[config.mk]
export PLATFORM = sky130hd
export DESIGN_NAME = vectored_irq_and_micro_dma
export DESIGN_NICKNAME = d
export VERILOG_FILES = /design/src/vim_pkg.sv /design/src/vectored_irq_and_micro_dma.sv
export SDC_FILE = /design/constraint.sdc
export NUM_CORES = 1
export LEC_CHECK = 0
export ABC_AREA = 0
export BUFFER_PORTS_ARGS = -buffer_cell sky130_fd_sc_hd__buf_2
export CAP_MARGIN = 30
export CORE_MARGIN = 2
export CORE_UTILIZATION = 35
export CTS_CLUSTER_DIAMETER = 50
export CTS_CLUSTER_SIZE = 28
export DETAILED_ROUTE_END_ITERATION = 7
export PLACE_DENSITY = 0.53
export SLEW_MARGIN = 20
export SYNTH_ARGS = -nofsm -noshare
export SYNTH_HDL_FRONTEND = slang
export SYNTH_SLANG_ARGS = --single-unit
[constraint.sdc]
create_clock -name clk_in -period 3.9 [get_ports clk_in]
set_clock_uncertainty 0.15 [all_clocks]
set_input_delay 0.78 -clock clk_in [delete_from_list [all_inputs] [get_ports clk_in]]
set_output_delay 0.78 -clock clk_in [all_outputs]
set_load 0.01 [all_outputs]
[src/vim_pkg.sv]
// constants and types for the vectored interrupt and micro dma block
// ============================================================
// Summary of operation
// - highest priority pending channel presented first
// - source select bit picks converter or timer2
// - priority only among simultaneously pending requests
// - parameter block at FF00H plus vector
// - count, destination, source, mode byte layout
// - mode bits choose address update and length
// - address step equals transfer length
// - two byte copies src then src plus one
// - write back, decrement count, zero enters handler
// - dma leaves processor registers untouched
// - full sixteen bit source and destination
// - non final dma service takes 46 states; the code pads 27 cycles after the count write instead
// - fourteen channels with latch, enables only for channels 0 to 10
// - latch clears on reset, accept, clear write
// - status reads return request latches
// - status bit order per channel
// - interrupt enables written one, reset zero
// - dma enable selects dma, resets zero
// - enable register bit layouts
// - ext0 level mode bypasses latch, mode change clears
// - converter request cleared only by reset, result read, accept or source change
// - receive request cleared only by reset, read or accept
// - maskable need global enable, nmi always accepted
// - normal entry pushes pc and af, 20 states
package vim_pkg;
    localparam int NCH = 14;
    localparam logic [15:0] ADDR_LOW_STATUS = 16'hFFC2;
    localparam logic [15:0] ADDR_HIGH_STATUS = 16'hFFC3;
    localparam logic [15:0] ADDR_IRQ_EN = 16'hFFE6;
    localparam logic [15:0] ADDR_IRQ_DMA_EN = 16'hFFE7;
    localparam logic [15:0] ADDR_DMA_EN = 16'hFFE8;
    localparam logic [15:0] PARAM_BASE = 16'hFF00;
    localparam logic [7:0] REG_RESET = 8'h00;
    localparam int SRC_SEL_BIT = 3;
    localparam logic [7:0] VEC_FIRST = 8'h28;
    localparam logic [7:0] VEC_STEP = 8'h08;
    localparam logic [7:0] VEC_SWI = 8'h10;
    localparam logic [7:0] VEC_NMI = 8'h18;
    localparam logic [7:0] VEC_WD = 8'h20;
    localparam int DMA_STATES = 46;
    localparam int ENTRY_STATES = 20;
    // channel index: 0 ext0 ... 13 transmit, index order is priority order
    localparam int CH_EXT0 = 0;
    localparam int CH_T2AD = 3;
    localparam int CH_RX = 12;
    localparam logic [1:0] UPD_FIX = 2'b00;
    localparam logic [1:0] UPD_DST_INC = 2'b01;
    localparam logic [1:0] UPD_SRC_INC = 2'b10;
    localparam logic [1:0] UPD_SRC_DEC = 2'b11;
    localparam int MODE_LEN_BIT = 2;
    typedef enum logic [4:0] {
        S_IDLE = 5'b00000, S_ENTRY = 5'b00001, S_RD_PAR = 5'b00011,
        S_RD_SRC = 5'b00010, S_WR_DST = 5'b00110, S_WR_PAR = 5'b00111,
        S_RD_CNT = 5'b00101, S_WR_CNT = 5'b00100, S_PAD = 5'b01100
    } svc_state_t;
endpackage : vim_pkg

[src/vectored_irq_and_micro_dma.sv]
// vectored interrupt controller with micro dma sequencer and apb registers
//
// Decided for this implementation: the APB register port.
`timescale 1ns/10ps
module vectored_irq_and_micro_dma #(
    parameter int NCH = vim_pkg::NCH
) (
    input wire logic clk_in,
    input wire logic rst_in,
    input wire logic psel_in,
    input wire logic penable_in,
    input wire logic pwrite_in,
    input wire logic [15:0] paddr_in,
    input wire logic [31:0] pwdata_in,
    output logic [31:0] prdata_out,
    output logic pready_out,
    output logic pslverr_out,
    // raw request pins, indexed in priority order
    input wire logic [NCH-1:0] req_in,
    input wire logic converter_done_request_in,
    input wire logic ext0_level_mode_in,
    input wire logic converter_result_read_in,
    input wire logic receive_buffer_read_in,
    input wire logic software_trap_in,
    input wire logic nmi_in,
    input wire logic watchdog_request_in,
    input wire logic global_irq_enable_in,
    output logic irq_out,
    output logic [7:0] vector_out,
    input wire logic ack_in,
    output logic entry_busy_out,
    output logic clear_global_enable_out,
    // memory master for parameter fetch and data copy
    output logic mem_req_out,
    output logic mem_we_out,
    output logic [15:0] mem_addr_out,
    output logic [7:0] mem_wdata_out,
    input wire logic [7:0] mem_rdata_in,
    input wire logic mem_ack_in
);
    // ============================================================
    // input synchronisers
    logic [NCH-1:0] req_s1_r, req_s2_r, req_prev_r;
    logic [2:0] nm_s1_r, nm_s2_r, nm_prev_r;
    logic ad_s1_r, ad_s2_r, ad_prev_r, lvl_s1_r, lvl_s2_r, lvl_prev_r;
    logic [NCH-1:0] raw;
    always_ff @(posedge clk_in) begin
        if (rst_in) begin
            {req_s1_r, req_s2_r, req_prev_r} <= '0;
            {nm_s1_r, nm_s2_r, nm_prev_r} <= '0;
            {ad_s1_r, ad_s2_r, ad_prev_r, lvl_s1_r, lvl_s2_r, lvl_prev_r} <= '0;
        end else begin
            req_s1_r <= req_in;
            req_s2_r <= req_s1_r;
            req_prev_r <= raw;
            nm_s1_r <= {watchdog_request_in, nmi_in, software_trap_in};
            nm_s2_r <= nm_s1_r;
            nm_prev_r <= nm_s2_r;
            ad_s1_r <= converter_done_request_in;
            ad_s2_r <= ad_s1_r;
            ad_prev_r <= ad_s2_r;
            lvl_s1_r <= ext0_level_mode_in;
            lvl_s2_r <= lvl_s1_r;
            lvl_prev_r <= lvl_s2_r;
        end
    end

    // ============================================================
    // registers
    logic [7:0] irq_en_r, irq_dma_en_r, dma_en_r;
    logic [NCH-1:0] irq_en, dma_en, latch_r, pend;
    logic [2:0] nm_latch_r;
    logic wr_acc, src_sel;
    assign wr_acc = psel_in && penable_in && pwrite_in && pready_out;
    assign src_sel = irq_dma_en_r[vim_pkg::SRC_SEL_BIT];
    // flag layout, irq enables at FFE6H and FFE7H bits 0 to 2
    assign irq_en = NCH'({irq_en_r[0], irq_en_r[1], irq_en_r[2], irq_en_r[3], irq_en_r[4],
                     irq_en_r[5], irq_en_r[6], irq_en_r[7], irq_dma_en_r[0],
                     irq_dma_en_r[1], irq_dma_en_r[2]});
    assign dma_en = NCH'({dma_en_r[0], dma_en_r[1], dma_en_r[2], dma_en_r[3], dma_en_r[4],
                     dma_en_r[5], dma_en_r[6], dma_en_r[7], irq_dma_en_r[4],
                     irq_dma_en_r[5], irq_dma_en_r[6]});
    always_comb begin
        raw = req_s2_r;
        raw[vim_pkg::CH_T2AD] = src_sel ? ad_s2_r : req_s2_r[vim_pkg::CH_T2AD];
    end
    // irq enables reset to zero, dma enables too
    always_ff @(posedge clk_in) begin
        if (rst_in) begin
            irq_en_r <= vim_pkg::REG_RESET;
            irq_dma_en_r <= vim_pkg::REG_RESET;
            dma_en_r <= vim_pkg::REG_RESET;
        end else if (wr_acc) begin
            if (paddr_in == vim_pkg::ADDR_IRQ_EN) begin
                irq_en_r <= pwdata_in[7:0];
            end else if (paddr_in == vim_pkg::ADDR_IRQ_DMA_EN) begin
                // bit 7 always reads zero
                irq_dma_en_r <= {1'b0, pwdata_in[6:0]};
            end else if (paddr_in == vim_pkg::ADDR_DMA_EN) begin
                dma_en_r <= pwdata_in[7:0];
            end
        end
    end

    // ============================================================
    // request latches and priority
    logic [NCH-1:0] acc_clr, sw_clr;
    logic [3:0] win_idx, sel_idx_r;
    logic win_any, sel_nm_r, sel_dma_r, src_sel_prev_r;
    logic [7:0] sel_vec_r;
    logic [7:0] clr_code;
    logic [3:0] clr_idx;
    assign clr_code = pwdata_in[7:0] - (vim_pkg::VEC_FIRST >> 3);
    assign clr_idx = clr_code[3:0];
    always_ff @(posedge clk_in) begin
        if (rst_in) begin
            src_sel_prev_r <= 1'b0;
        end else begin
            src_sel_prev_r <= src_sel;
        end
    end
    genvar g;
    generate
        for (g = 0; g < NCH; g++) begin : ch
            logic rise, clr;
            assign rise = raw[g] && !req_prev_r[g];
            // clear write, exclude converter and receive
            assign sw_clr[g] = wr_acc && paddr_in == vim_pkg::ADDR_HIGH_STATUS &&
                               clr_code < 8'(NCH) && clr_idx == 4'(g) && g != vim_pkg::CH_RX &&
                               !(g == vim_pkg::CH_T2AD && src_sel);
            always_comb begin
                clr = acc_clr[g] || sw_clr[g];
                if (g == vim_pkg::CH_EXT0) begin
                    clr = clr || (lvl_s2_r != lvl_prev_r);
                end else if (g == vim_pkg::CH_T2AD) begin
                    // source change clears; converter cleared by result read
                    clr = src_sel ? (converter_result_read_in || src_sel != src_sel_prev_r ||
                                     acc_clr[g])
                                  : (clr || src_sel != src_sel_prev_r);
                end else if (g == vim_pkg::CH_RX) begin
                    clr = receive_buffer_read_in || acc_clr[g];
                end
            end
            // set wins over clear
            always_ff @(posedge clk_in) begin
                if (rst_in) begin
                    latch_r[g] <= 1'b0;
                end else if (rise) begin
                    latch_r[g] <= 1'b1;
                end else if (clr) begin
                    latch_r[g] <= 1'b0;
                end
            end
            assign pend[g] = ((g == vim_pkg::CH_EXT0 && lvl_s2_r) ? raw[g] : latch_r[g])
                             && irq_en[g];
        end
    endgenerate
    // fixed priority, lowest index wins; no compare against service
    always_comb begin
        win_idx = 4'h0;
        win_any = 1'b0;
        for (int i = NCH - 1; i >= 0; i--) begin
            if (pend[i]) begin
                win_idx = 4'(i);
                win_any = 1'b1;
            end
        end
    end
    // non maskable sources are edge latched and outrank all channels
    logic [2:0] nm_rise;
    assign nm_rise = nm_s2_r & ~nm_prev_r;
    always_ff @(posedge clk_in) begin
        if (rst_in) begin
            nm_latch_r <= '0;
        end else begin
            for (int i = 0; i < 3; i++) begin
                if (nm_rise[i]) begin
                    nm_latch_r[i] <= 1'b1;
                end else if (ack_in && irq_out && sel_nm_r && vector_out ==
                             vim_pkg::VEC_SWI + 8'(i) * vim_pkg::VEC_STEP) begin
                    nm_latch_r[i] <= 1'b0;
                end
            end
        end
    end

    // ============================================================
    // service sequencer
    vim_pkg::svc_state_t st_r;
    logic [5:0] cyc_r;
    logic [2:0] par_idx_r;
    logic [7:0] cnt_r, dstl_r, dsth_r, srcl_r, srch_r, mode_r;
    logic byte1_r;
    logic [15:0] src_w, dst_w, src_nxt, dst_nxt, step;
    logic two_byte;
    assign src_w = {srch_r, srcl_r};
    assign dst_w = {dsth_r, dstl_r};
    assign two_byte = mode_r[vim_pkg::MODE_LEN_BIT];
    assign step = two_byte ? 16'h0002 : 16'h0001;
    // address update per mode, full 16 bit wrap
    always_comb begin
        src_nxt = src_w;
        dst_nxt = dst_w;
        case (mode_r[1:0])
            vim_pkg::UPD_DST_INC: dst_nxt = dst_w + step;
            vim_pkg::UPD_SRC_INC: src_nxt = src_w + step;
            vim_pkg::UPD_SRC_DEC: src_nxt = src_w - step;
            default: ;
        endcase
    end
    logic [7:0] par_base;
    assign par_base = sel_vec_r;
    assign acc_clr = (ack_in && irq_out && !sel_nm_r) ? (NCH'(1) << sel_idx_r) : '0;
    always_ff @(posedge clk_in) begin
        if (rst_in) begin
            st_r <= vim_pkg::S_IDLE;
            {irq_out, sel_nm_r, sel_dma_r, entry_busy_out, clear_global_enable_out} <= '0;
            {mem_req_out, mem_we_out, byte1_r, cyc_r, par_idx_r, sel_idx_r} <= '0;
            {vector_out, sel_vec_r, mem_wdata_out, mem_addr_out} <= '0;
            {cnt_r, dstl_r, dsth_r, srcl_r, srch_r, mode_r} <= '0;
        end else begin
            clear_global_enable_out <= 1'b0;
            cyc_r <= (st_r == vim_pkg::S_IDLE) ? 6'd0 : cyc_r + 6'd1;
            case (st_r)
                vim_pkg::S_IDLE: begin
                    entry_busy_out <= 1'b0;
                    if (irq_out && ack_in) begin
                        irq_out <= 1'b0;
                        clear_global_enable_out <= 1'b1;
                        entry_busy_out <= 1'b1;
                        // dma enabled channel goes to dma
                        if (sel_dma_r) begin
                            st_r <= vim_pkg::S_RD_PAR;
                            par_idx_r <= 3'd1;
                            mem_req_out <= 1'b1;
                            mem_we_out <= 1'b0;
                            mem_addr_out <= vim_pkg::PARAM_BASE + {8'h00, par_base} + 16'd1;
                        end else begin
                            st_r <= vim_pkg::S_ENTRY;
                        end
                    end else if (nm_latch_r != 3'b000) begin
                        irq_out <= 1'b1;
                        sel_nm_r <= 1'b1;
                        sel_dma_r <= 1'b0;
                        vector_out <= nm_latch_r[0] ? vim_pkg::VEC_SWI :
                                      nm_latch_r[1] ? vim_pkg::VEC_NMI : vim_pkg::VEC_WD;
                    end else if (win_any && global_irq_enable_in) begin
                        irq_out <= 1'b1;
                        sel_nm_r <= 1'b0;
                        sel_idx_r <= win_idx;
                        sel_dma_r <= dma_en[win_idx];
                        vector_out <= vim_pkg::VEC_FIRST + 8'(win_idx) * vim_pkg::VEC_STEP;
                        sel_vec_r <= vim_pkg::VEC_FIRST + 8'(win_idx) * vim_pkg::VEC_STEP;
                    end else begin
                        irq_out <= 1'b0;
                    end
                end
                // entry window of 20 states; core pushes pc and af
                vim_pkg::S_ENTRY: begin
                    if (cyc_r == 6'(vim_pkg::ENTRY_STATES - 2)) begin
                        st_r <= vim_pkg::S_IDLE;
                    end
                end
                vim_pkg::S_RD_PAR: begin
                    if (mem_ack_in) begin
                        case (par_idx_r)
                            3'd1: dstl_r <= mem_rdata_in;
                            3'd2: dsth_r <= mem_rdata_in;
                            3'd3: srcl_r <= mem_rdata_in;
                            3'd4: srch_r <= mem_rdata_in;
                            default: mode_r <= mem_rdata_in;
                        endcase
                        if (par_idx_r == 3'd5) begin
                            st_r <= vim_pkg::S_RD_SRC;
                            byte1_r <= 1'b0;
                            mem_addr_out <= src_w;
                        end else begin
                            par_idx_r <= par_idx_r + 3'd1;
                            mem_addr_out <= mem_addr_out + 16'd1;
                        end
                    end
                end
                // copy source then source plus one
                vim_pkg::S_RD_SRC: begin
                    if (mem_ack_in) begin
                        st_r <= vim_pkg::S_WR_DST;
                        mem_we_out <= 1'b1;
                        mem_wdata_out <= mem_rdata_in;
                        mem_addr_out <= byte1_r ? dst_w + 16'd1 : dst_w;
                    end
                end
                vim_pkg::S_WR_DST: begin
                    if (mem_ack_in) begin
                        if (two_byte && !byte1_r) begin
                            byte1_r <= 1'b1;
                            st_r <= vim_pkg::S_RD_SRC;
                            mem_we_out <= 1'b0;
                            mem_addr_out <= src_w + 16'd1;
                        end else begin
                            // write back updated addresses, high source first
                            st_r <= vim_pkg::S_WR_PAR;
                            par_idx_r <= 3'd4;
                            mem_wdata_out <= src_nxt[15:8];
                            mem_addr_out <= vim_pkg::PARAM_BASE + {8'h00, par_base} + 16'd4;
                        end
                    end
                end
                vim_pkg::S_WR_PAR: begin
                    if (mem_ack_in) begin
                        if (par_idx_r == 3'd1) begin
                            st_r <= vim_pkg::S_RD_CNT;
                            mem_we_out <= 1'b0;
                            mem_addr_out <= vim_pkg::PARAM_BASE + {8'h00, par_base};
                        end else begin
                            par_idx_r <= par_idx_r - 3'd1;
                            mem_addr_out <= mem_addr_out - 16'd1;
                            case (par_idx_r)
                                3'd4: mem_wdata_out <= src_nxt[7:0];
                                3'd3: mem_wdata_out <= dst_nxt[15:8];
                                default: mem_wdata_out <= dst_nxt[7:0];
                            endcase
                        end
                    end
                end
                vim_pkg::S_RD_CNT: begin
                    if (mem_ack_in) begin
                        cnt_r <= mem_rdata_in - 8'd1;
                        st_r <= vim_pkg::S_WR_CNT;
                        mem_we_out <= 1'b1;
                        mem_wdata_out <= mem_rdata_in - 8'd1;
                    end
                end
                vim_pkg::S_WR_CNT: begin
                    if (mem_ack_in) begin
                        mem_req_out <= 1'b0;
                        mem_we_out <= 1'b0;
                        // zero count continues into normal entry
                        st_r <= (cnt_r == 8'h00) ? vim_pkg::S_ENTRY : vim_pkg::S_PAD;
                        cyc_r <= 6'd0;
                    end
                end
                // pad 27 cycles after the count write; no core registers touched
                vim_pkg::S_PAD: begin
                    if (cyc_r >= 6'(vim_pkg::DMA_STATES - vim_pkg::ENTRY_STATES)) begin
                        st_r <= vim_pkg::S_IDLE;
                    end
                end
                default: st_r <= vim_pkg::S_IDLE;
            endcase
        end
    end

    // ============================================================
    // apb read path; single wait-free access
    logic [7:0] rd_byte;
    always_comb begin
        rd_byte = 8'h00;
        if (paddr_in == vim_pkg::ADDR_LOW_STATUS) begin
            rd_byte = {1'b0, latch_r[0], latch_r[1], latch_r[2], 4'h0};
        end else if (paddr_in == vim_pkg::ADDR_HIGH_STATUS) begin
            for (int i = 0; i < 8; i++) begin
                rd_byte[7 - i] = latch_r[vim_pkg::CH_T2AD + i];
            end
        end else if (paddr_in == vim_pkg::ADDR_IRQ_EN) begin
            rd_byte = irq_en_r;
        end else if (paddr_in == vim_pkg::ADDR_IRQ_DMA_EN) begin
            rd_byte = irq_dma_en_r;
        end else if (paddr_in == vim_pkg::ADDR_DMA_EN) begin
            rd_byte = dma_en_r;
        end
    end
    always_ff @(posedge clk_in) begin
        if (rst_in) begin
            pready_out <= 1'b0;
            prdata_out <= 32'h0000_0000;
            pslverr_out <= 1'b0;
        end else begin
            pready_out <= psel_in && !penable_in;
            prdata_out <= {24'h000000, rd_byte};
            pslverr_out <= psel_in && !penable_in && !(paddr_in == vim_pkg::ADDR_LOW_STATUS
                || paddr_in == vim_pkg::ADDR_HIGH_STATUS || paddr_in == vim_pkg::ADDR_IRQ_EN
                || paddr_in == vim_pkg::ADDR_IRQ_DMA_EN || paddr_in == vim_pkg::ADDR_DMA_EN);
        end
    end
endmodule : vectored_irq_and_micro_dma

== Word-level counts from Yosys, hierarchy flattened ==
Cells that the tools add are included.

* Register bits after elaboration: 228

* $add $sub $neg: 16
* Order comparisons: 3
* Eq/ne operators: 54
* Shift operators: 1
* Multiplexer cells: 139
* Bitwise logic cells: 8
* Reduce and logical (&&, ||, !) cells: 131

{| class="wikitable"
|+ Operators by type and width
! cell !! count
|-
| $mux W16 || 11
|-
| $mux W8 || 13
|-
| $eq A16 B16 Y1 const B || 5
|-
| $pmux W16 S5 || 1
|-
| $mux W1 || 65
|-
| $add A16 B1 Y16 const B || 4
|-
| $mux W5 || 11
|-
| $logic_and A1 B1 Y1 || 49
|-
| $mux W4 || 12
|-
| $pmux W5 S9 || 1
|-
| $reduce_bool A2 Y1 || 17
|-
| $add A16 B2 Y16 || 2
|-
| $ne A2 B2 Y1 const B || 16
|-
| $pmux W16 S2 || 1
|-
| $pmux W8 S4 || 1
|-
| $mux W6 || 5
|-
| $mux W3 || 9
|-
| $reduce_and A3 Y1 || 7
|-
| $eq A5 B3 Y1 const B || 4
|-
| $logic_or A1 B1 Y1 || 19
|-
| $reduce_and A9 Y1 || 2
|-
| $add A16 B3 Y16 const B || 1
|-
| $eq A4 B3 Y1 const B || 4
|-
| $eq A8 B5 Y1 const B || 2
|-
| other kinds (52) || 90
|}

== Logic depth before layout (Yosys ltp) ==
* Depth in word-level cells: 16
* Depth in mapped cells: 12
* Gate-level depth less buffers: 11

== Worst setup path after synthesis ==
OpenSTA, ideal clock, no wires.

* Kind: flip-flop to flip-flop
* Start point: register mode_r[1]
* End point: register mem_wdata_out[7]
* Library setup time: 0.117 ns
* Arrival time: 2.962 ns
* Data required time: 3.633 ns
* Slack: 0.671 ns
* Cell stages (with the launch flop): 13
* Path buffers: 1
* Cells stage by stage: dfxtp_1 > and2_1 > buf_4 > nand2_1 > inv_1 > ha_1 > and2b_1 > or3_1 > nor3_1 > mux2_1 > a311o_1 > or4_1 > a32o_1

* Word-level cells in the longest chain between the ends: 6

{| class="wikitable"
|+ Ends and longest elaborated chain
! item !! line !! text
|-
| start, declared || vectored_irq_and_micro_dma.sv:192 || <nowiki>logic [7:0] cnt_r, dstl_r, dsth_r, srcl_r, srch_r, mode_r;</nowiki>
|-
| start signal, assigned || vectored_irq_and_micro_dma.sv:271 || <nowiki>default: mode_r <= mem_rdata_in;</nowiki>
|-
| $eq A2 B2 Y1 / $eq A2 B1 Y1 (equally long branches) || vectored_irq_and_micro_dma.sv:204 || <nowiki>case (mode_r[1:0])</nowiki>
|-
| $pmux W16 S2 / $mux W16 (equally long branches) || vectored_irq_and_micro_dma.sv:204 ||
|-
| $pmux W8 S2 || vectored_irq_and_micro_dma.sv:317 || <nowiki>case (par_idx_r)</nowiki>
|-
| $mux W8 || vectored_irq_and_micro_dma.sv:310 || <nowiki>if (par_idx_r == 3'd1) begin</nowiki>
|-
| $mux W8 || vectored_irq_and_micro_dma.sv:309 || <nowiki>if (mem_ack_in) begin</nowiki>
|-
| $pmux W8 S4 (*) || vectored_irq_and_micro_dma.sv:224 || <nowiki>case (st_r)</nowiki>
|-
| end signal, assigned || vectored_irq_and_micro_dma.sv:318 || <nowiki>3'd4: mem_wdata_out <= src_nxt[7:0];</nowiki>
|-
| end signal, assigned || vectored_irq_and_micro_dma.sv:319 || <nowiki>3'd3: mem_wdata_out <= dst_nxt[15:8];</nowiki>
|-
| end signal, assigned || vectored_irq_and_micro_dma.sv:320 || <nowiki>default: mem_wdata_out <= dst_nxt[7:0];</nowiki>
|-
| end, declared || vectored_irq_and_micro_dma.sv:37 || <nowiki>output logic [7:0] mem_wdata_out,</nowiki>
|}

Mark *: on every way between the ends. The rest lies on a longest branch, timed or not. The select of a mux whose other input is x is not followed.
A chain may end at the register's enable or synchronous reset.

== Final worst setup path ==
* Start point: register mode_r[2]
* End point: register mem_wdata_out[7]

* Word-level cells in the longest chain between the ends: 7

{| class="wikitable"
|+ Ends and longest elaborated chain
! item !! line !! text
|-
| $mux W2 || vectored_irq_and_micro_dma.sv:199 || <nowiki>assign step = two_byte ? 16'h0002 : 16'h0001;</nowiki>
|-
| $sub A16 B2 Y16, or another cell as far along || vectored_irq_and_micro_dma.sv:207 || <nowiki>vim_pkg::UPD_SRC_DEC: src_nxt = src_w - step;</nowiki>
|-
| $pmux W16 S2 / $mux W16 (equally long branches) || vectored_irq_and_micro_dma.sv:204 ||
|-
| $pmux W8 S2 || vectored_irq_and_micro_dma.sv:317 ||
|-
| $mux W8 || vectored_irq_and_micro_dma.sv:310 ||
|-
| $mux W8 || vectored_irq_and_micro_dma.sv:309 ||
|-
| $pmux W8 S4 || vectored_irq_and_micro_dma.sv:224 ||
|}

Parallel ways exist; a longest one is shown, timed or not. The select of a mux whose other input is x is not followed.

==> results.yml <==
grt:
  grt_first_pass_wirelength_mm: 55.9
  grt_max_degree: 93
  overflow: 0
  grt_pass1_vias: 10000
  grt.total_usage_pct: 20.8
  antenna_found_initial: 5
placed_design:
  place_congestion: 0.912
  place_inst: 1928
  port_buffers: 100
  hpwl_mm: 26.4
  dp_slack_ns: 0.470
status:
  status: "finished clean"
setup_path:
  cp-start-kind: "flop"
  required_ns: 4.10
  end_kind: "flop"
  path_max_fanout: 7
  arrival_ns: 3.64
  path_class: "flop to flop"
  rr_worst_depth: 11
sta:
  tightest_slew_ns: 0.919
  max_freq_mhz: 290
  postLayoutSetupSlackWorst_ns: 0.452
  period_minus_slack_ns: 3.45
  period_share_pct: 88.4
  relSlewSlack_pct: 38.2
  finalHoldViolCount: 0
  setup_tns_ns: 0
  rsz0062_at_grt: "no"
  setup_viol: 0
  drv_slew: 0
synthesis:
  yosysSeqAreaShare_pct: 34.1
  synth_area_per_cell_um2: 7.90
  synth_warnings: 0
  yosys_register_bits: 197
  synth_flop_cell: "dfxtp_1"
  synth.distinct_cells: 88
  syn_area_um2: 11600
  synth_edf_count: 0
  asyncSetResetFlopFracSynth_pct: 0
  synthCells: 1463
finish:
  fin_nets: 1615
  area_delta_synth_final_pct: 11.7
  layout.cells.non_filler: 1961
  drive_above_1_share_pct: 12.7
cts:
  cts_resized: 0
  cts_tree: "built"
  clkTransAtPathRegs_ns: 0.08
  cts_setup_buffers: 0
  clockRootBuffer: "clkbuf_16"
  cts.sinks: 197
  hold_buffers: 0
  clock_latency_ns: 0.45
  clockBufferDepth: 2
  cts-htree-levels: 4
  cts_buffers: 17
floorplan:
  die_w_um: 186
  core-area_um2: 32500
  dieHeight_um: 186
  io_pins: 156
  start_util_pct: 35.5
  dieArea_um2: 34500
  num_rows: 66
pwr:
  power_frac_seq_pct: 49.1
  clockPowerShare_pct: 41.3
  power.internal_w: 0.00307
  power.share.combinational_pct: 9.6
  leakage_nw: 5.04
  power_switching_w: 0.00125
  switching_share_pct: 28.9
  vdd_drop_max_mv: 0.270
  power_per_cell_area_nw_per_um2: 335
worst_hold_path:
  hold_path.class: "flop to flop"
  whs_path_depth: 1
drt:
  postRouteAntennaNets: 0
  wl_per_cell_um: 18.3
  first_pass_iters: 5
  drt_iter0_markers: 938
  via_per_inst: 5.51
  drt-total-wl_mm: 35.9
  vias: 10800
  drc_errors: 0
run:
  drv_cap: 0
==> final timing paths <==
kind,start,endpoint,slack [ns]
hold reg to reg,nm_s1_r[1],nm_s2_r[1],0.28
hold / removal,nm_s1_r[1],nm_s2_r[1],0.28
setup reg to reg,mode_r[2],mem_wdata_out[7],0.45
setup / recovery,mode_r[2],mem_wdata_out[7],0.45
==> critical path, cell delays in order (launching register included) <==
cell	delay, ns
dfxtp_1	0.49
inv_1	0.14
nand2_1	0.13
inv_1	0.06
ha_1	0.25
and2b_1	0.21
or3_1	0.36
nor3_1	0.21
mux2_1	0.36
a311o_1	0.35
or4_1	0.40
a32o_1	0.23
==> layout by cell type, fill, tap and decap left out, types with 17 or more instances in the layout <==
master	n
conb_1	27
nor2b_1	61
buf_4	31
mux2i_1	54
inv_1	42
nor2_1	165
nand2b_1	18
xor2_1	30
nor4_1	19
clkbuf_16	17
buf_2	99
dfxtp_1	197
or3_1	17
xnor2_1	36
nand3_1	60
nand2_1	115
o21ai_0	62
nor3_1	57
a21oi_1	105
ha_1	23
==> registers in the layout, indices dropped and copies added, names as in the netlist, 11 cells and up <==
name and count:
mem_addr_out 16, latch_r 11, req_prev_r 11, req_s1_r 11
req_s2_r 11
==> metrics by stage <==
stage | hold WS, ns | power, W | cell area [um^2] | util [%]
final | 0.283 | 0.00432 | 12900 | 39.7
after global routing | 0.301 | 0.00450 | 12900 | 39.7
after CTS | 0.279 | 0.00436 | 12900 | 39.7
after detailed placement | 0.273 | 0.00258 | 12300 | 37.9
after global placement | 0.270 | 0.00258 | 12300 | 37.9
after floorplan | 0.264 | 0.00244 | 11700 | -
==> cells by family after synthesis <==
group           Yosys count  share of synthesized area (%)
simple gates            609                           26.9
compound gates          320                           18.0
flops                   197                           34.1
buf+inv                 176                           6.90
mux                      69                           6.23
xor+xnor                 66                           5.00
fa+ha+maj                25                           2.83
other cells               1                         0.0324
==> cell type report <==
cell class,count,area (um^2)
clock buffers,18,429
diodes,1,2.50
inverters,42,158
multi-input cells,1116,6930
flip-flops and latches,197,3940
repair buffers,131,748
well taps,442,553
clock inverters,14,154
fillers,3387,19600
==> power groups by stage <==
| stage | logic (W) | clock network (W) | registers (W) |
|---|---|---|---|
| floorplan | 0.000301 | 0 | 0.00214 |
| global placement | 0.000414 | 0 | 0.00217 |
| detailed placement | 0.000416 | 0 | 0.00217 |
| CTS | 0.000418 | 0.00182 | 0.00212 |
| global route | 0.000464 | 0.00190 | 0.00213 |
| finish | 0.000417 | 0.00179 | 0.00212 |
==> cells in the mapped netlist (all sizes together) (5+ instances only) <==
library cell | n | area share, %
dfxtp | 197 | 34
buf | 49 | 2.8
a211oi | 12 | 0.78
or4 | 5 | 0.32
a221oi | 8 | 0.61
nand4b | 6 | 0.45
a222oi | 6 | 0.52
nor2 | 165 | 5.4
mux2i | 54 | 4.7
ha | 23 | 2.5
a221o | 7 | 0.61
and3 | 12 | 0.65
nand3 | 60 | 2.6
nor4b | 5 | 0.43
nand3b | 9 | 0.58
o221ai | 9 | 0.68
a31oi | 15 | 0.81
or3 | 18 | 1.0
o211ai | 7 | 0.45
nor3b | 10 | 0.65
nand2 | 116 | 3.8
xnor2 | 36 | 2.7
a21oi | 105 | 4.5
nand4 | 13 | 0.70
a21o | 9 | 0.58
and4 | 7 | 0.53
nor2b | 61 | 3.3
o21ai | 62 | 2.7
xor2 | 30 | 2.3
mux2 | 14 | 1.4
a22o | 8 | 0.61
o22ai | 13 | 0.70
nor4 | 22 | 1.4
clkbuf | 85 | 2.8
a22oi | 9 | 0.58
inv | 42 | 1.4
nand2b | 18 | 0.97
nor3 | 59 | 2.6
and2 | 8 | 0.43
==> layer usage <==
layer | global-route usage (%) | routed length [um] | up-vias
li1 | - | - | 5244
met1 | 26.6 | 15800 | 5191
met2 | 34.9 | 17100 | 301
met3 | 3.83 | 1940 | 67
met4 | 7.12 | 991 | 8
met5 | 0 | 60 | -
(Power assumes the default switching activity.)
